===== src/verilog/tpp_pkg.sv =====
package tpp_pkg;
  // data and address widths
  localparam int unsigned DW = 16;
  localparam int unsigned AW = 5;

  // register byte offsets
  localparam logic [AW-1:0] OFS_CTRL   = 5'h00;
  localparam logic [AW-1:0] OFS_PERIOD = 5'h04;
  localparam logic [AW-1:0] OFS_DUTY   = 5'h08;
  localparam logic [AW-1:0] OFS_COUNT  = 5'h0C;
  localparam logic [AW-1:0] OFS_STAT   = 5'h10;
  localparam logic [AW-1:0] OFS_CLR    = 5'h14;
  localparam logic [AW-1:0] OFS_EN     = 5'h18;
  localparam logic [AW-1:0] OFS_OUT    = 5'h1C;

  // timer_control_reg field positions
  localparam int unsigned CTL_START_LO = 0;
  localparam int unsigned CTL_START_HI = 1;
  localparam int unsigned CTL_ONESHOT  = 2;
  localparam int unsigned CTL_INITLVL  = 3;
  localparam int unsigned CTL_MODE     = 4;
  localparam int unsigned CTL_CKS_LO   = 5;
  localparam int unsigned CTL_CKS_HI   = 7;
  localparam int unsigned CTL_W        = 8;
  localparam logic [CTL_W-1:0] CTL_RST = 8'h00;

  // start_control_field encodings
  localparam logic [1:0] START_STOP = 2'h0;
  localparam logic [1:0] START_SW   = 2'h1;
  localparam logic [1:0] START_RISE = 2'h2;
  localparam logic [1:0] START_FALL = 2'h3;

  // interrupt status bit positions
  localparam int unsigned IRQ_DUTY = 0;
  localparam int unsigned IRQ_PER  = 1;
  localparam int unsigned IRQ_W    = 2;

  // source clock divider
  localparam int unsigned DIV_W = 7;
  localparam int unsigned CKS_W = 3;

  // trigger noise rejection, times in periods of fc
  localparam int unsigned MCLK_HZ        = 10_000_000;
  localparam int unsigned FC_HZ          = 10_000_000;
  localparam int unsigned NOISE_REJ_FC   = 4;
  localparam int unsigned NOISE_GUAR_FC  = 12;
  localparam int unsigned REJ_CYC_RAW    = (NOISE_REJ_FC * MCLK_HZ) / FC_HZ;
  localparam int unsigned REJ_CYC        = (REJ_CYC_RAW < 1) ? 1 : REJ_CYC_RAW;
  localparam int unsigned FLT_W          = 4;
  localparam logic [FLT_W-1:0] REJ_LAST  = REJ_CYC[FLT_W-1:0];

  // sequencer states
  typedef enum logic [2:0] {
    ST_IDLE  = 3'b001,
    ST_ARMED = 3'b010,
    ST_RUN   = 3'b100
  } tpp_state_t;
endpackage : tpp_pkg


===== src/verilog/tpp_core_if.sv =====
`timescale 1ns/1ns
interface tpp_core_if;
  import tpp_pkg::*;
  logic [CKS_W-1:0] cks;
  logic             tick;
  logic             trg;
  logic             rise;
  logic             fall;
  modport pre  (input cks, output tick);
  modport flt  (input trg, output rise, output fall);
  modport core (output cks, output trg, input tick, input rise, input fall);
endinterface : tpp_core_if


===== src/verilog/tpp_prescale.sv =====
`timescale 1ns/1ns
module tpp_prescale (
  // clock and reset
  input wire logic mclk,
  input wire logic sys_rst,
  // source clock select and tick
  tpp_core_if.pre  pif
);
  import tpp_pkg::*;

  logic [DIV_W-1:0] div_q;
  logic [DIV_W-1:0] mask;
  logic             tick_q;

  // tick period is 2**cks mclk cycles; divider free-runs so the rate never jitters
  assign mask = DIV_W'((1 << pif.cks) - 1);

  always_ff @(posedge mclk) begin
    if (sys_rst) begin
      div_q  <= '0;
      tick_q <= 1'b0;
    end else begin
      div_q  <= div_q + 1'b1;
      tick_q <= ((div_q & mask) == mask);
    end
  end

  assign pif.tick = tick_q;
endmodule : tpp_prescale


===== src/verilog/tpp_trig_filter.sv =====
`timescale 1ns/1ns
module tpp_trig_filter (
  // clock and reset
  input wire logic mclk,
  input wire logic sys_rst,
  // trigger level in, filtered edges out
  tpp_core_if.flt  fif
);
  import tpp_pkg::*;

  logic             lvl_q;
  logic [FLT_W-1:0] cnt_q;
  logic             rise_q;
  logic             fall_q;

  // a new level is taken only after REJ_CYC+1 equal samples, so glitches of REJ_CYC die
  always_ff @(posedge mclk) begin
    if (sys_rst) begin
      lvl_q  <= 1'b0;
      cnt_q  <= '0;
      rise_q <= 1'b0;
      fall_q <= 1'b0;
    end else begin
      rise_q <= 1'b0;
      fall_q <= 1'b0;
      if (fif.trg == lvl_q) begin
        cnt_q <= '0;
      end else if (cnt_q == REJ_LAST) begin
        lvl_q  <= fif.trg;
        cnt_q  <= '0;
        rise_q <= fif.trg;
        fall_q <= ~fif.trg;
      end else begin
        cnt_q <= cnt_q + 1'b1;
      end
    end
  end

  assign fif.rise = rise_q;
  assign fif.fall = fall_q;
endmodule : tpp_trig_filter


===== src/verilog/tpp_top.sv =====
// Our own choices: the register addresses and the address-and-strobe port.
`timescale 1ns/1ns
// Contract
// - pulse mode counts up on the selected internal source clock to shape pulses
// - start field picks software start or timer input pin edge start
// - oneshot bit 0 gives continuous pulses, 1 gives a single pulse
// - duty match inverts output, raises interrupt, counter keeps counting
// - continuous period match inverts output, interrupts, clears counter, continues
// - start field written 00 stops counter, output holds its last level
// - oneshot period match inverts, interrupts, clears start field, stops, holds level
// - pin is inverse of output flip-flop; initial level 0 gives high pin
// - reset clears the output flip-flop
// - stopped at inverted level, initial-level write loads its inverse
// - external start uses rising or falling pin edge as selected
// - pin pulses of 4/fc or less are rejected; 12/fc always detected
module tpp_top (
  // clock and reset
  input  wire logic              mclk,
  input  wire logic              sys_rst,
  // register port
  input  wire logic [tpp_pkg::AW-1:0] reg_addr,
  input  wire logic [tpp_pkg::DW-1:0] reg_wdata,
  input  wire logic              reg_wr,
  input  wire logic              reg_rd,
  output logic      [tpp_pkg::DW-1:0] reg_rdata,
  // pins
  input  wire logic              timer_input_pin,
  output logic                   programmable_pulse_out_pin,
  // interrupt
  output logic                   timer_match_irq
);
  import tpp_pkg::*;

  tpp_core_if cif ();

  tpp_state_t        state_q;
  logic [CTL_W-1:0]  timer_control_reg_q;
  logic [DW-1:0]     period_compare_reg_q;
  logic [DW-1:0]     duty_compare_reg_q;
  logic [DW-1:0]     count_q;
  logic              output_flip_flop_q;
  logic              phase_q;
  logic [IRQ_W-1:0]  stat_q;
  logic [IRQ_W-1:0]  irq_en_q;
  logic [DW-1:0]     rdata_q;

  logic [1:0]        start_control_field;
  logic              oneshot_select_bit;
  logic              initial_level_bit;
  logic              timer_mode_field;
  logic              wr_ctrl;
  logic [1:0]        wr_start;
  logic              step;
  logic              hit_duty;
  logic              hit_per;
  logic              trig_hit;

  assign start_control_field = timer_control_reg_q[CTL_START_HI:CTL_START_LO];
  assign oneshot_select_bit  = timer_control_reg_q[CTL_ONESHOT];
  assign initial_level_bit   = timer_control_reg_q[CTL_INITLVL];
  assign timer_mode_field    = timer_control_reg_q[CTL_MODE];
  assign wr_ctrl             = reg_wr && (reg_addr == OFS_CTRL);
  assign wr_start            = reg_wdata[CTL_START_HI:CTL_START_LO];

  // submodules: source clock divider and noise-filtered trigger edges
  assign cif.cks = timer_control_reg_q[CTL_CKS_HI:CTL_CKS_LO];
  assign cif.trg = timer_input_pin;

  tpp_prescale u_pre (
    .mclk    (mclk),
    .sys_rst (sys_rst),
    .pif     (cif)
  );

  tpp_trig_filter u_flt (
    .mclk    (mclk),
    .sys_rst (sys_rst),
    .fif     (cif)
  );

  // count events, only on a source clock tick while running
  assign step     = (state_q == ST_RUN) && cif.tick;
  assign hit_duty = step && timer_mode_field && (count_q == duty_compare_reg_q);
  assign hit_per  = step && (count_q == period_compare_reg_q);
  assign trig_hit = (start_control_field == START_RISE) ? cif.rise : cif.fall;

  // control register; a software write beats the oneshot auto-clear in the same cycle
  always_ff @(posedge mclk) begin
    if (sys_rst) begin
      timer_control_reg_q <= CTL_RST;
    end else if (wr_ctrl) begin
      timer_control_reg_q <= reg_wdata[CTL_W-1:0];
    end else if (hit_per && oneshot_select_bit) begin
      timer_control_reg_q[CTL_START_HI:CTL_START_LO] <= START_STOP;
    end
  end

  // compare registers, written freely; safe ordering is up to software
  always_ff @(posedge mclk) begin
    if (sys_rst) begin
      period_compare_reg_q <= '0;
      duty_compare_reg_q   <= '0;
    end else if (reg_wr) begin
      if (reg_addr == OFS_PERIOD) begin
        period_compare_reg_q <= reg_wdata;
      end
      if (reg_addr == OFS_DUTY) begin
        duty_compare_reg_q <= reg_wdata;
      end
    end
  end

  // run sequencer: idle, armed for a pin edge, running
  always_ff @(posedge mclk) begin
    if (sys_rst) begin
      state_q <= ST_IDLE;
    end else if (wr_ctrl && (wr_start == START_STOP)) begin
      state_q <= ST_IDLE;
    end else begin
      case (state_q)
        ST_IDLE: begin
          if (wr_ctrl && (wr_start == START_SW)) begin
            state_q <= ST_RUN;
          end else if (wr_ctrl) begin
            state_q <= ST_ARMED;
          end
        end
        ST_ARMED: begin
          if (trig_hit) begin
            state_q <= ST_RUN;
          end
        end
        ST_RUN: begin
          if (hit_per && oneshot_select_bit && !wr_ctrl) begin
            state_q <= ST_IDLE;
          end
        end
        default: state_q <= ST_IDLE;
      endcase
    end
  end

  // up-counter; cleared while not running so every start begins at zero
  always_ff @(posedge mclk) begin
    if (sys_rst) begin
      count_q <= '0;
    end else if (state_q != ST_RUN) begin
      count_q <= '0;
    end else if (hit_per) begin
      count_q <= '0;
    end else if (step) begin
      count_q <= count_q + 1'b1;
    end
  end

  // output flip-flop; phase remembers an odd number of toggles since the last timer mode,
  // which is why an initial-level write after such a stop lands inverted
  always_ff @(posedge mclk) begin
    if (sys_rst) begin
      output_flip_flop_q <= 1'b0;
      phase_q            <= 1'b0;
    end else if (hit_duty || (hit_per && timer_mode_field)) begin
      output_flip_flop_q <= ~output_flip_flop_q;
      phase_q            <= ~phase_q;
    end else if (wr_ctrl && (state_q != ST_RUN)) begin
      if (!reg_wdata[CTL_MODE]) begin
        phase_q <= 1'b0;
      end else begin
        output_flip_flop_q <= reg_wdata[CTL_INITLVL] ^ phase_q;
      end
    end
  end

  assign programmable_pulse_out_pin = ~output_flip_flop_q;

  // sticky status; a new event wins over a clear in the same cycle
  always_ff @(posedge mclk) begin
    if (sys_rst) begin
      stat_q <= '0;
    end else begin
      stat_q <= (stat_q & ~((reg_wr && (reg_addr == OFS_CLR)) ? reg_wdata[IRQ_W-1:0] : '0))
                | {hit_per, hit_duty};
    end
  end

  // interrupt enable
  always_ff @(posedge mclk) begin
    if (sys_rst) begin
      irq_en_q <= '0;
    end else if (reg_wr && (reg_addr == OFS_EN)) begin
      irq_en_q <= reg_wdata[IRQ_W-1:0];
    end
  end

  assign timer_match_irq = |(stat_q & irq_en_q);

  // read data, valid the cycle after the strobe; unmapped and write-only read zero
  always_ff @(posedge mclk) begin
    if (sys_rst) begin
      rdata_q <= '0;
    end else if (reg_rd) begin
      case (reg_addr)
        OFS_CTRL:   rdata_q <= DW'(timer_control_reg_q);
        OFS_PERIOD: rdata_q <= period_compare_reg_q;
        OFS_DUTY:   rdata_q <= duty_compare_reg_q;
        OFS_COUNT:  rdata_q <= count_q;
        OFS_STAT:   rdata_q <= DW'(stat_q);
        OFS_EN:     rdata_q <= DW'(irq_en_q);
        OFS_OUT:    rdata_q <= DW'({state_q, programmable_pulse_out_pin, output_flip_flop_q});
        default:    rdata_q <= '0;
      endcase
    end else begin
      rdata_q <= '0;
    end
  end

  assign reg_rdata = rdata_q;
endmodule : tpp_top


===== config.mk =====
export PLATFORM = sky130hd
export DESIGN_NAME = tpp_top
export DESIGN_NICKNAME = d
export VERILOG_FILES = /design/src/verilog/tpp_pkg.sv /design/src/verilog/tpp_core_if.sv /design/src/verilog/tpp_prescale.sv /design/src/verilog/tpp_trig_filter.sv /design/src/verilog/tpp_top.sv
export SDC_FILE = /design/constraint.sdc
export NUM_CORES = 1
export LEC_CHECK = 0
export ABC_AREA = 1
export BUFFER_PORTS_ARGS = -buffer_cell sky130_fd_sc_hd__buf_4
export CORE_ASPECT_RATIO = 1.1
export CORE_MARGIN = 5
export CORE_UTILIZATION = 59
export CTS_CLUSTER_DIAMETER = 150
export CTS_CLUSTER_SIZE = 28
export DETAILED_ROUTE_END_ITERATION = 16
export PLACE_DENSITY = 0.88
export SLEW_MARGIN = 10
export SYNTH_ARGS = -nofsm -noshare
export SYNTH_HDL_FRONTEND = slang
export SYNTH_SLANG_ARGS = --single-unit

===== constraint.sdc =====
create_clock -name mclk -period 1.7 [get_ports mclk]
set_input_delay 0.17 -clock mclk [delete_from_list [all_inputs] [get_ports mclk]]
set_output_delay 0.17 -clock mclk [all_outputs]
set_load 0.03 [all_outputs]

## Yosys cells after proc, flatten, opt, wreduce, memory -nomap -nowiden

Cells that the tools add are included.

| storage, ports and cells | value |
|---|---|
| register bits | 96 |
| input port bits | 26 |
| output and inout port bits | 18 |
| logic and storage cells | 104 |

| cells by class | value |
|---|---|
| $add $sub $neg | 4 |
| eq/ne operators | 22 |
| shifts and indexed selects | 1 |
| multiplexer cells | 16 |
| bitwise gates (word level) | 12 |
| reduce and logical (&&, ||, !) cells | 32 |

Operators by type and width:

| operator | number |
|---|---|
| $pmux W16 S7 | 1 |
| $eq A16 B16 Y1 | 2 |
| $eq A5 B5 Y1 const B | 4 |
| $add A16 B1 Y16 const B | 1 |
| $logic_and A1 B1 Y1 | 13 |
| $mux W3 | 4 |
| $eq A5 B4 Y1 const B | 2 |
| $reduce_and A2 Y1 | 5 |
| $pmux W3 S3 | 1 |
| $reduce_or A3 Y1 | 3 |
| $add A7 B1 Y7 const B | 1 |
| $and A7 B7 Y7 | 1 |
| $eq A7 B7 Y1 | 1 |
| $mux W1 | 7 |
| $shl A1 B3 Y7 const A | 1 |
| $sub A7 B2 Y7 const B | 1 |
| $mux W2 | 3 |
| $ne A3 B3 Y1 const B | 2 |
| $not A1 Y1 | 6 |
| $reduce_bool A2 Y1 | 3 |
| $reduce_or A2 Y1 | 3 |
| $eq A5 B3 Y1 const B | 1 |
| $logic_not A5 Y1 | 1 |
| $add A4 B1 Y4 const B | 1 |
| 17 further kinds | 19 |

## Depth between registers and ports, before layout

Gate-level depths: netlist of run 1.

| depth | value |
|---|---|
| depth in word-level cells | 7 |
| gate-level depth with buffers | 11 |
| gate-level depth less buffers | 11 |

## Modules after synthesis

From an unflattened synthesis of run 1, not the netlist that was laid out.

| second synthesis, totals | value |
|---|---|
| cell total of the unflattened synthesis | 645 |
| area total of the unflattened synthesis | 4688.2 um2 |

By module, submodules not included:

| module | times used | cells each | area each (um2) |
|---|---|---|---|
| tpp_top | 1 | 550 | 3980.1 |
| tpp_prescale | 1 | 55 | 386.6 |
| tpp_trig_filter | 1 | 40 | 321.6 |

## Worst setup path before layout of run 1

OpenSTA, ideal clock, no wires.

| path | value |
|---|---|
| path kind | reg-to-reg |
| start point | register state_q[1] |
| end point | register count_q[11] |
| arrival time | 1267 ps |
| required time | 1586 ps |
| slack | 318 ps |
| cell stages (with the launch flop) | 10 |
| path buffers | 0 |
| cell sequence | dfxtp_1 inv_1 nand3_4 nor2_8 inv_2 nor3_4 nand2_2 nor2_2 xor2_1 nor2_1 |

| between the ends | value |
|---|---|
| longest elaborated chain between the ends | 4 |
| elaborated cells between the ends (all ways) | 5 |
| classes of those cells | eq/ne: 2; reduce/logical: 3 |

RTL lines:

| element | line | RTL |
|---|---|---|
| start: declaration | tpp_top.sv:36 | `tpp_state_t state_q;` |
| start signal: assignment | tpp_top.sv:116 | `state_q <= ST_IDLE;` |
| start signal: assignment | tpp_top.sv:118 | `state_q <= ST_IDLE;` |
| start signal: assignment | tpp_top.sv:123 | `state_q <= ST_RUN;` |
| $eq A3 B3 Y1 | tpp_top.sv:82 | `assign step = (state_q == ST_RUN) && cif.tick;` |
| $logic_and A1 B1 Y1 | tpp_top.sv:82 |  |
| $logic_and A1 B1 Y1 | tpp_top.sv:84 | `assign hit_per = step && (count_q == period_compare_reg_q);` |
| $reduce_or A3 Y1 (no source line) | n/a |  |
| end signal: assignment | tpp_top.sv:152 | `count_q <= count_q + 1'b1;` |
| end: declaration | tpp_top.sv:40 | `logic [DW-1:0] count_q;` |

Several ways; a longest one is shown, not always the timed one.
A chain may end at the register's enable or synchronous reset.

## Final worst setup path of run 1

| path | value |
|---|---|
| start point | register count_q[0] |
| end point | register state_q[2] |

| between the ends | value |
|---|---|
| longest elaborated chain between the ends | 6 |

RTL lines:

| element | line | RTL |
|---|---|---|
| $eq A16 B16 Y1 | tpp_top.sv:84 |  |
| $logic_and A1 B1 Y1 | tpp_top.sv:84 |  |
| $logic_and A1 B1 Y1 (2 in series) | tpp_top.sv:134 | `if (hit_per && oneshot_select_bit && !wr_ctrl) begin` |
| $ne A2 B1 Y1 (no source line) | n/a |  |
| $reduce_and A3 Y1 (no source line) | n/a |  |
| end signal: assignment | tpp_top.sv:130 | `state_q <= ST_RUN;` |
| end signal: assignment | tpp_top.sv:135 | `state_q <= ST_IDLE;` |
| end signal: assignment | tpp_top.sv:138 | `default: state_q <= ST_IDLE;` |

Every way passes these cells.

==> results by group, run 1 <==
Worst setup path
  • Crit. path cell count: 9
  • CP delay by family, top: simple AND/OR/NAND/NOR gates
  • Cell mode on critical path: nand2_1
  • Crit path kind: flip-flop to flip-flop
  • Slowest-stage cell, CP: dfxtp_1
  • Critical path arrival: 1870 ps
  • Worst setup EP type: flip-flop
  • CP Cell Sequence: inv_1, nand2_1, nand4_1, nor2_4, nand3_4, nand2_1, nand3_1, nand2_1, nor2_1
  • Crit Path Max Fanout: 6
  • Buffer and inverter count on the worst path: 1
  • Cells on worst reg2reg path: 9
  • Data required, critical path: 1960 ps
  • Crit start category: flip-flop
  • Reg2reg setup slack: 90 ps
  • Slowest cell delay on critical path: 480 ps

Routing
  • Vias/cell: 5.622
  • Routed WL: 12.75 mm
  • Detail Route Antenna Nets: 0
  • Via count: 4644
  • Initial DRT Pass Iterations: 5
  • WL met3: 972 um
  • Post-DR wirelength/cell: 15.44 um
  • Metal-1 WL: 4.875 mm
  • Highest routing layer actually used: met4
  • Residual DRC: 0
  • Met2 WL post-DR: 6.404 mm
  • DRT iter0 DRCs: 309

Global routing
  • Pin count of the biggest net entering global routing: 30
  • GR Overflow Total: 0
  • First-pass GRT wire length: 21.43 mm
  • Initial antenna violation count: 0
  • Gr usage total: 28.13%
  • Vias in the first global route: 4550

Logic synthesis
  • Mean Syn Cell Area: 7.147 um^2
  • Top cell type by total area after synthesis: dfxtp_1
  • Post-synth top flop: dfxtp_1
  • Post-synth ARST share: 0%
  • Post-synth top area share: 41.18%
  • Post-synthesis sequential area ratio: 41.18%
  • Warnings from Yosys: 0
  • Synth cell types: 42
  • Area contributors post-synth: dfxtp_1, nand2_1, inv_1
  • Post-Synthesis Cells: 653
  • #FFs+latches synth: 96
  • EDFF count, synth: 0
  • Synthesized area: 4667 um^2
  • Syn_nets: 683

Clock tree
  • CTS Root Buffer Type: clkbuf_8
  • Clk buf depth: 2
  • Clk pin slew, worst setup/hold paths: 100 ps
  • TritonCTS clock tree: built
  • CTS H-tree depth: 3
  • CTS Hold Bufs: 0
  • Clock sink total: 96
  • CTS buffer count: 9
  • Clock latency on the worst-skew pair: 370 ps

Floorplanning
  • IO Pins: 44
  • FP Rows: 34
  • Core Area: 7828 um^2
  • DIE HEIGHT: 103.3 um
  • Die width: 94.80 um
  • Die ar.: 9791 um^2
  • Starting Density: 59.62%

Power
  • Leakage: 2.199 nW
  • Power Density: 848.0 nW/um^2
  • Worst vdd ir: 715.7 uV
  • Total power draw: 4.677 mW

STA
  • Final setup viols: 0
  • Max Fclk: 0.6207 GHz
  • Max-slew violations: 0
  • Hold Violations, Final: 0
  • Setup Skew: 8.858 ps
  • Final setup margin: 88.84 ps
  • Worst slew pin tran: 439.2 ps
  • Slew headroom: 70.54%
  • Tcrit/Tclk final: 94.77%
  • Unrepaired setup endpoints after global routing: no
  • Final min period: 1611 ps

Hold path
  • Hold path cells: 3
  • Min-delay worst type: input port to flip-flop

Place
  • I/O Buffers: 43
  • DP Wirelength: 9.535 mm
  • Gpl congestion: 1.014
  • Placement Setup Slack: -55.54 ps

Layout
  • Layout cell share with drive strength beyond 1: 18.38%
  • NumNets Final: 743
  • Ant. Diodes: 0
  • P&R area growth vs syn: 18.18%

Run status
  • Status: completed

Job
  • MaxCap Viol Count: 0
cells by family (layout without fill, tap and decap cells):
group	Yosys count	count (layout)	synth area share [%]
and+or+nand+nor	259	259	25.87
AOI/OAI and AO/OA	152	152	17.88
xor gates and xnor gates	18	18	3.378
DFF	96	96	41.18
adders and majority gates	4	4	1.072
buffers and inverters	124	189	10.62
area by class of cell:
| cell class | count | area, um^2 |
|---|---|---|
| fillers | 641 | 2312 |
| multi-input cells | 433 | 2297 |
| flip-flops and latches | 96 | 1939 |
| repair buffers | 68 | 523.0 |
| inverters | 105 | 394.1 |
| well taps | 108 | 135.1 |
| clock buffers | 9 | 123.9 |
| clock inverters | 7 | 102.6 |
worst reg2reg max path, stage by stage (launching register included):
cell     delay (ps)
dfxtp_1         480
inv_1           130
nand2_1          80
nand4_1         140
nor2_4          180
nand3_4         130
nand2_1         150
nand3_1          90
nand2_1          80
nor2_1           40
timing repair:
item / CTS / global route
buffers inserted: 4 / 1
pin swaps: 4 / 2
resized for setup: 4 / 20
endpoints found under the setup margin: 15 / 21
cloned: 0 / 0
cells in the final DEF (no fill, tap or decap), types with 14 or more instances in the layout:
| cell | n |
|---|---|
| a21oi_1 | 60 |
| buf_4 | 67 |
| dfxtp_1 | 86 |
| inv_1 | 95 |
| nand2_1 | 116 |
| nand3_1 | 25 |
| nand4_1 | 14 |
| nor2_1 | 60 |
| o21ai_0 | 57 |
| o22ai_1 | 20 |
state kept, by name, indices dropped and copies added, names as in the netlist:
signal	count
count_q	16
duty_compare_reg_q	16
irq_en_q	2
output_flip_flop_q	1
period_compare_reg_q	16
phase_q	1
reg_rdata	16
stat_q	2
state_q	3
timer_control_reg_q	8
u_flt.cnt_q	4
u_flt.fif.fall	1
u_flt.fif.rise	1
u_flt.lvl_q	1
u_pre.div_q	7
u_pre.pif.tick	1
Yosys cell counts, types with 2 or more instances:
master	count
nand2_1	117
inv_1	97
dfxtp_1	96
nor2_1	62
a21oi_1	60
o21ai_0	57
nand3_1	26
o22ai_1	20
nand4_1	14
nor3_1	13
xor2_1	12
buf_2	9
inv_2	8
clkbuf_1	7
nor2_2	6
xnor2_1	6
ha_1	4
nand2_2	4
nand3_2	4
a211oi_1	3
o221ai_1	3
a31oi_1	2
buf_6	2
nand3_4	2
nor2_4	2
stage by stage:
| step | area, um^2 | utilization, % | instances | TNS (ps) | hold slack, ps |
|---|---|---|---|---|---|
| after floorplan | 4667 | - | 653 | 0 | 248.0 |
| after global placement | 5186 | 66.26 | 805 | 0 | 426.0 |
| after detailed placement | 5186 | 66.26 | 805 | -395.8 | 432.5 |
| after CTS | 5448 | 69.60 | 825 | 0 | 43.30 |
| after global routing | 5515 | 70.46 | 826 | 0 | 39.23 |
| final | 5515 | 70.46 | 826 | 0 | 55.42 |
worst paths after layout:
path / from / endpoint
worst min register to register: u_pre.div_q[0]$_SDFF_PP0_ / u_pre.div_q[0]$_SDFF_PP0_
worst max register to register: count_q[0]$_SDFFE_PP0N_ / state_q[2]$_SDFFE_PP0P_
worst max-delay path: count_q[0]$_SDFFE_PP0N_ / state_q[2]$_SDFFE_PP0P_
worst min-delay path: reg_wdata[6] / timer_control_reg_q[6]$_SDFFE_PP0P_
metal layers:
metal  up-vias  global-route usage, %
li1       2250                      -
met4         0                  15.32
met2       236                  47.89
met1      2105                  33.70
met5         -                      0
met3        53                  5.137
report_power, final:
group | switching, mW | internal (mW)
Clock | 0.832 | 0.844
Sequential | 0.0587 | 2.31
Combinational | 0.402 | 0.232
Total | 1.29 | 3.38
Power figures use the tool's default switching activity.
==> run 2, diff against run 1 <==
--- a/config.mk
+++ b/config.mk
@@ -7,13 +7,15 @@
 export LEC_CHECK = 0
 export ABC_AREA = 1
 export BUFFER_PORTS_ARGS = -buffer_cell sky130_fd_sc_hd__buf_4
+export CELL_PAD_IN_SITES_DETAIL_PLACEMENT = 2
+export CELL_PAD_IN_SITES_GLOBAL_PLACEMENT = 2
 export CORE_ASPECT_RATIO = 1.1
 export CORE_MARGIN = 5
-export CORE_UTILIZATION = 59
+export CORE_UTILIZATION = 34
 export CTS_CLUSTER_DIAMETER = 150
 export CTS_CLUSTER_SIZE = 28
 export DETAILED_ROUTE_END_ITERATION = 16
-export PLACE_DENSITY = 0.88
+export PLACE_DENSITY_LB_ADDON = 0.1
 export SLEW_MARGIN = 10
 export SYNTH_ARGS = -nofsm -noshare
 export SYNTH_HDL_FRONTEND = slang
==> results by group, run 2 (synthesis results as in run 1) <==
Routing
  • Post-DR wirelength/cell: 19.23 um (+25%)
  • Routed WL: 17.84 mm (+40%)
  • Via count: 4753 (+2.3%)
  • Residual DRC: 0 (unchanged)
  • Initial DRT Pass Iterations: 4 (-1)
  • Vias/cell: 5.122 (-8.9%)
  • DRT iter0 DRCs: 176 (-43%)
  • Detail Route Antenna Nets: 0 (unchanged)

Layout
  • Ant. Diodes: 0 (unchanged)
  • P&R area growth vs syn: 25.60%
  • Most frequent cells in the layout: nand2_1, inv_1, buf_4, dfxtp_1, a21oi_1
  • Layout cell share with drive strength beyond 1: 21.08% (+2.7 points)
  • Most common cell after layout, fill and taps aside: nand2_1
  • NumNets Final: 765 (+3.0%)

Worst setup path
  • Slowest cell delay on critical path: 400 ps (-80 ps)
  • Data required, critical path: 1940 ps (-20 ps)
  • Cells on worst reg2reg path: 10 (+1)
  • RR Endpoint: count_q[2]$_SDFFE_PP0N_
  • Critical path arrival: 1870 ps (about the same)
  • Crit path kind: flip-flop to flip-flop
  • Crit start category: flip-flop
  • CP delay by family, top: simple AND/OR/NAND/NOR gates
  • R2r startpoint: count_q[3]$_SDFFE_PP0N_
  • Buffer and inverter count on the worst path: 2 (+1)
  • CP Cell Sequence: inv_1, nand2_1, nand2_1, nor2_1, nand2_1, nor2_4, nand3_4, nand3_4, buf_4, nor3b_1
  • Slowest-stage cell, CP: dfxtp_2
  • Crit Path Max Fanout: 6 (unchanged)
  • Cell mode on critical path: nand2_1
  • Worst setup EP type: flip-flop
  • Reg2reg setup slack: 80 ps (about the same)

Place
  • Gpl congestion: 0.8280 (-18%)
  • I/O Buffers: 43 (unchanged)
  • DP Wirelength: 13.23 mm (+39%)

Power
  • NetSw: 1.469 mW (+14%)
  • Total power draw: 5.363 mW (+15%)
  • Leakage: 2.336 nW (+6.2%)
  • Total internal power: 3.894 mW (+15%)
  • Power Density: 914.9 nW/um^2 (+7.9%)
  • Clock Power Share: 41.5% (+5.7 points)
  • Switching Fraction: 27.40% (-0.24 points)
  • Seq pwr share: 44.1% (-6.5 points)
  • Worst vdd ir: 454.3 uV (-37%)
  • Combinational share of power: 14.4% (+0.9 points)

Hold path
  • Worst Hold Endpoint: u_flt.lvl_q$_SDFFE_PP0P_
  • HP Start: timer_input_pin
  • Hold path cells: 3 (unchanged)
  • Min-delay worst type: input port to flip-flop

Clock tree
  • CTS buffer count: 9 (unchanged)
  • CTS Root Buffer Type: clkbuf_16
  • CTS Hold Bufs: 0 (unchanged)
  • Clk pin slew, worst setup/hold paths: 70 ps (-30 ps)
  • Clock latency on the worst-skew pair: 360 ps (about the same)
  • Clk buf depth: 2 (unchanged)
  • CTS H-tree depth: 3 (unchanged)
  • TritonCTS clock tree: built
  • Clock sink total: 96 (unchanged)

STA
  • Setup Skew: 6.638 ps (-2.220 ps)
  • Hold_ws: 86.64 ps (+31.22 ps)
  • Slew headroom: 72.32% (+1.8 points)
  • Hold Violations, Final: 0 (unchanged)
  • Max Fclk: 0.6164 GHz (-0.69%)
  • Worst slew pin tran: 415.2 ps (-24.03 ps)
  • Final min period: 1622 ps (+11.17 ps)
  • Final setup viols: 0 (unchanged)
  • Tcrit/Tclk final: 95.43% (+0.66 points)
  • Max-slew violations: 0 (unchanged)

Floorplanning
  • IO Pins: 44 (unchanged)
  • Starting Density: 34.25% (-25 points)
  • FP Rows: 45 (+32%)
  • DIE HEIGHT: 132.9 um (+29%)
  • Die width: 121.7 um (+28%)
  • Core Area: 13630 um^2 (+74%)
  • Die ar.: 16170 um^2 (+65%)

Global routing
  • Vias in the first global route: 5322 (+17%)
  • Pin count of the biggest net entering global routing: 33 (+10%)
  • GR Overflow Total: 0 (unchanged)
  • Busiest grt layer: met2
  • Gr usage total: 22.25% (-5.9 points)
  • Initial antenna violation count: 0 (unchanged)
  • Met2 usage: 41.38% (-6.5 points)
  • M3 GR Usage: 3.634% (-1.5 points)
  • First-pass GRT wire length: 27.97 mm (+31%)
  • Met1 usage: 25.84% (-7.9 points)

Run status
  • Status: completed

Job
  • MaxCap Viol Count: 0 (unchanged)
-- run 2: cell count changes in the layout (fill, tap and decap cells not counted), sizes merged --
cell and delta:
buf +22, clkbuf +2, inv -2
-- run 2: through the flow --
stage | cell area (um^2) | utilization, % | setup WS, ps | setup TNS, ps | cells
after floorplan | 4667 | - | 318.4 | 0 | 653
after global placement | 5409 | 39.70 | -61.02 | -575.8 | 903
after detailed placement | 5409 | 39.70 | -92.28 | -1237 | 903
after CTS | 5747 | 42.18 | 10.39 | 0 | 919
after global routing | 5862 | 43.02 | -16.32 | -48.71 | 928
final | 5862 | 43.02 | 77.66 | 0 | 928
-- run 2: final cells by class --
type	count	area, um^2
clock buffer	11	232.7
clock inverter	5	81.33
fill	1622	7764
inverter	105	394.1
multi-input combinational	433	2302
sequential	96	1941
tap	188	235.2
timing repair buffer	90	675.6
-- run 2: how the worst max path moves through the flow --
stage,startpoint,to,slack [ps],depth (start not counted)
2_1_floorplan,state_q[1]$_SDFFE_PP0P_,count_q[11]$_SDFFE_PP0N_,320,9
3_3_place_gp,count_q[8]$_SDFFE_PP0N_,count_q[7]$_SDFFE_PP0N_,-60,10
3_5_place_dp,count_q[5]$_SDFFE_PP0N_,count_q[2]$_SDFFE_PP0N_,-90,10
4_1_cts,count_q[9]$_SDFFE_PP0N_,count_q[2]$_SDFFE_PP0N_,10,10
5_1_grt,state_q[1]$_SDFFE_PP0P_,count_q[11]$_SDFFE_PP0N_,-20,9
6_report,count_q[3]$_SDFFE_PP0N_,count_q[2]$_SDFFE_PP0N_,80,10
-- run 2: power groups by stage --
stage / combinational, mW / clock (mW) / sequential [mW]
3_5_place_dp: 0.650 / 0 / 2.41
3_3_place_gp: 0.584 / 0 / 2.41
4_1_cts: 0.660 / 2.27 / 2.36
5_1_grt: 0.831 / 2.35 / 2.37
2_1_floorplan: 0.408 / 0 / 2.40
6_report: 0.770 / 2.23 / 2.37
-- run 2: layer usage --
layer	wire [um]	up-vias
met5	0	-
met4	285	0
met3	429	23
met2	9480	65
met1	7647	2367
li1	-	2298
-- run 2: timing repair --
action / CTS / global route
resized for setup: 8 / 19
setup endpoints to repair: 20 / 21
endpoints found under the hold margin: 0 / 0
pin swaps: 0 / 8
setup buffers: 0 / 9
-- run 2: tightest hold or removal path, cell delays in order --
cell	delay [ps]
buf_4	100
o211ai_1	90
nand2_1	50
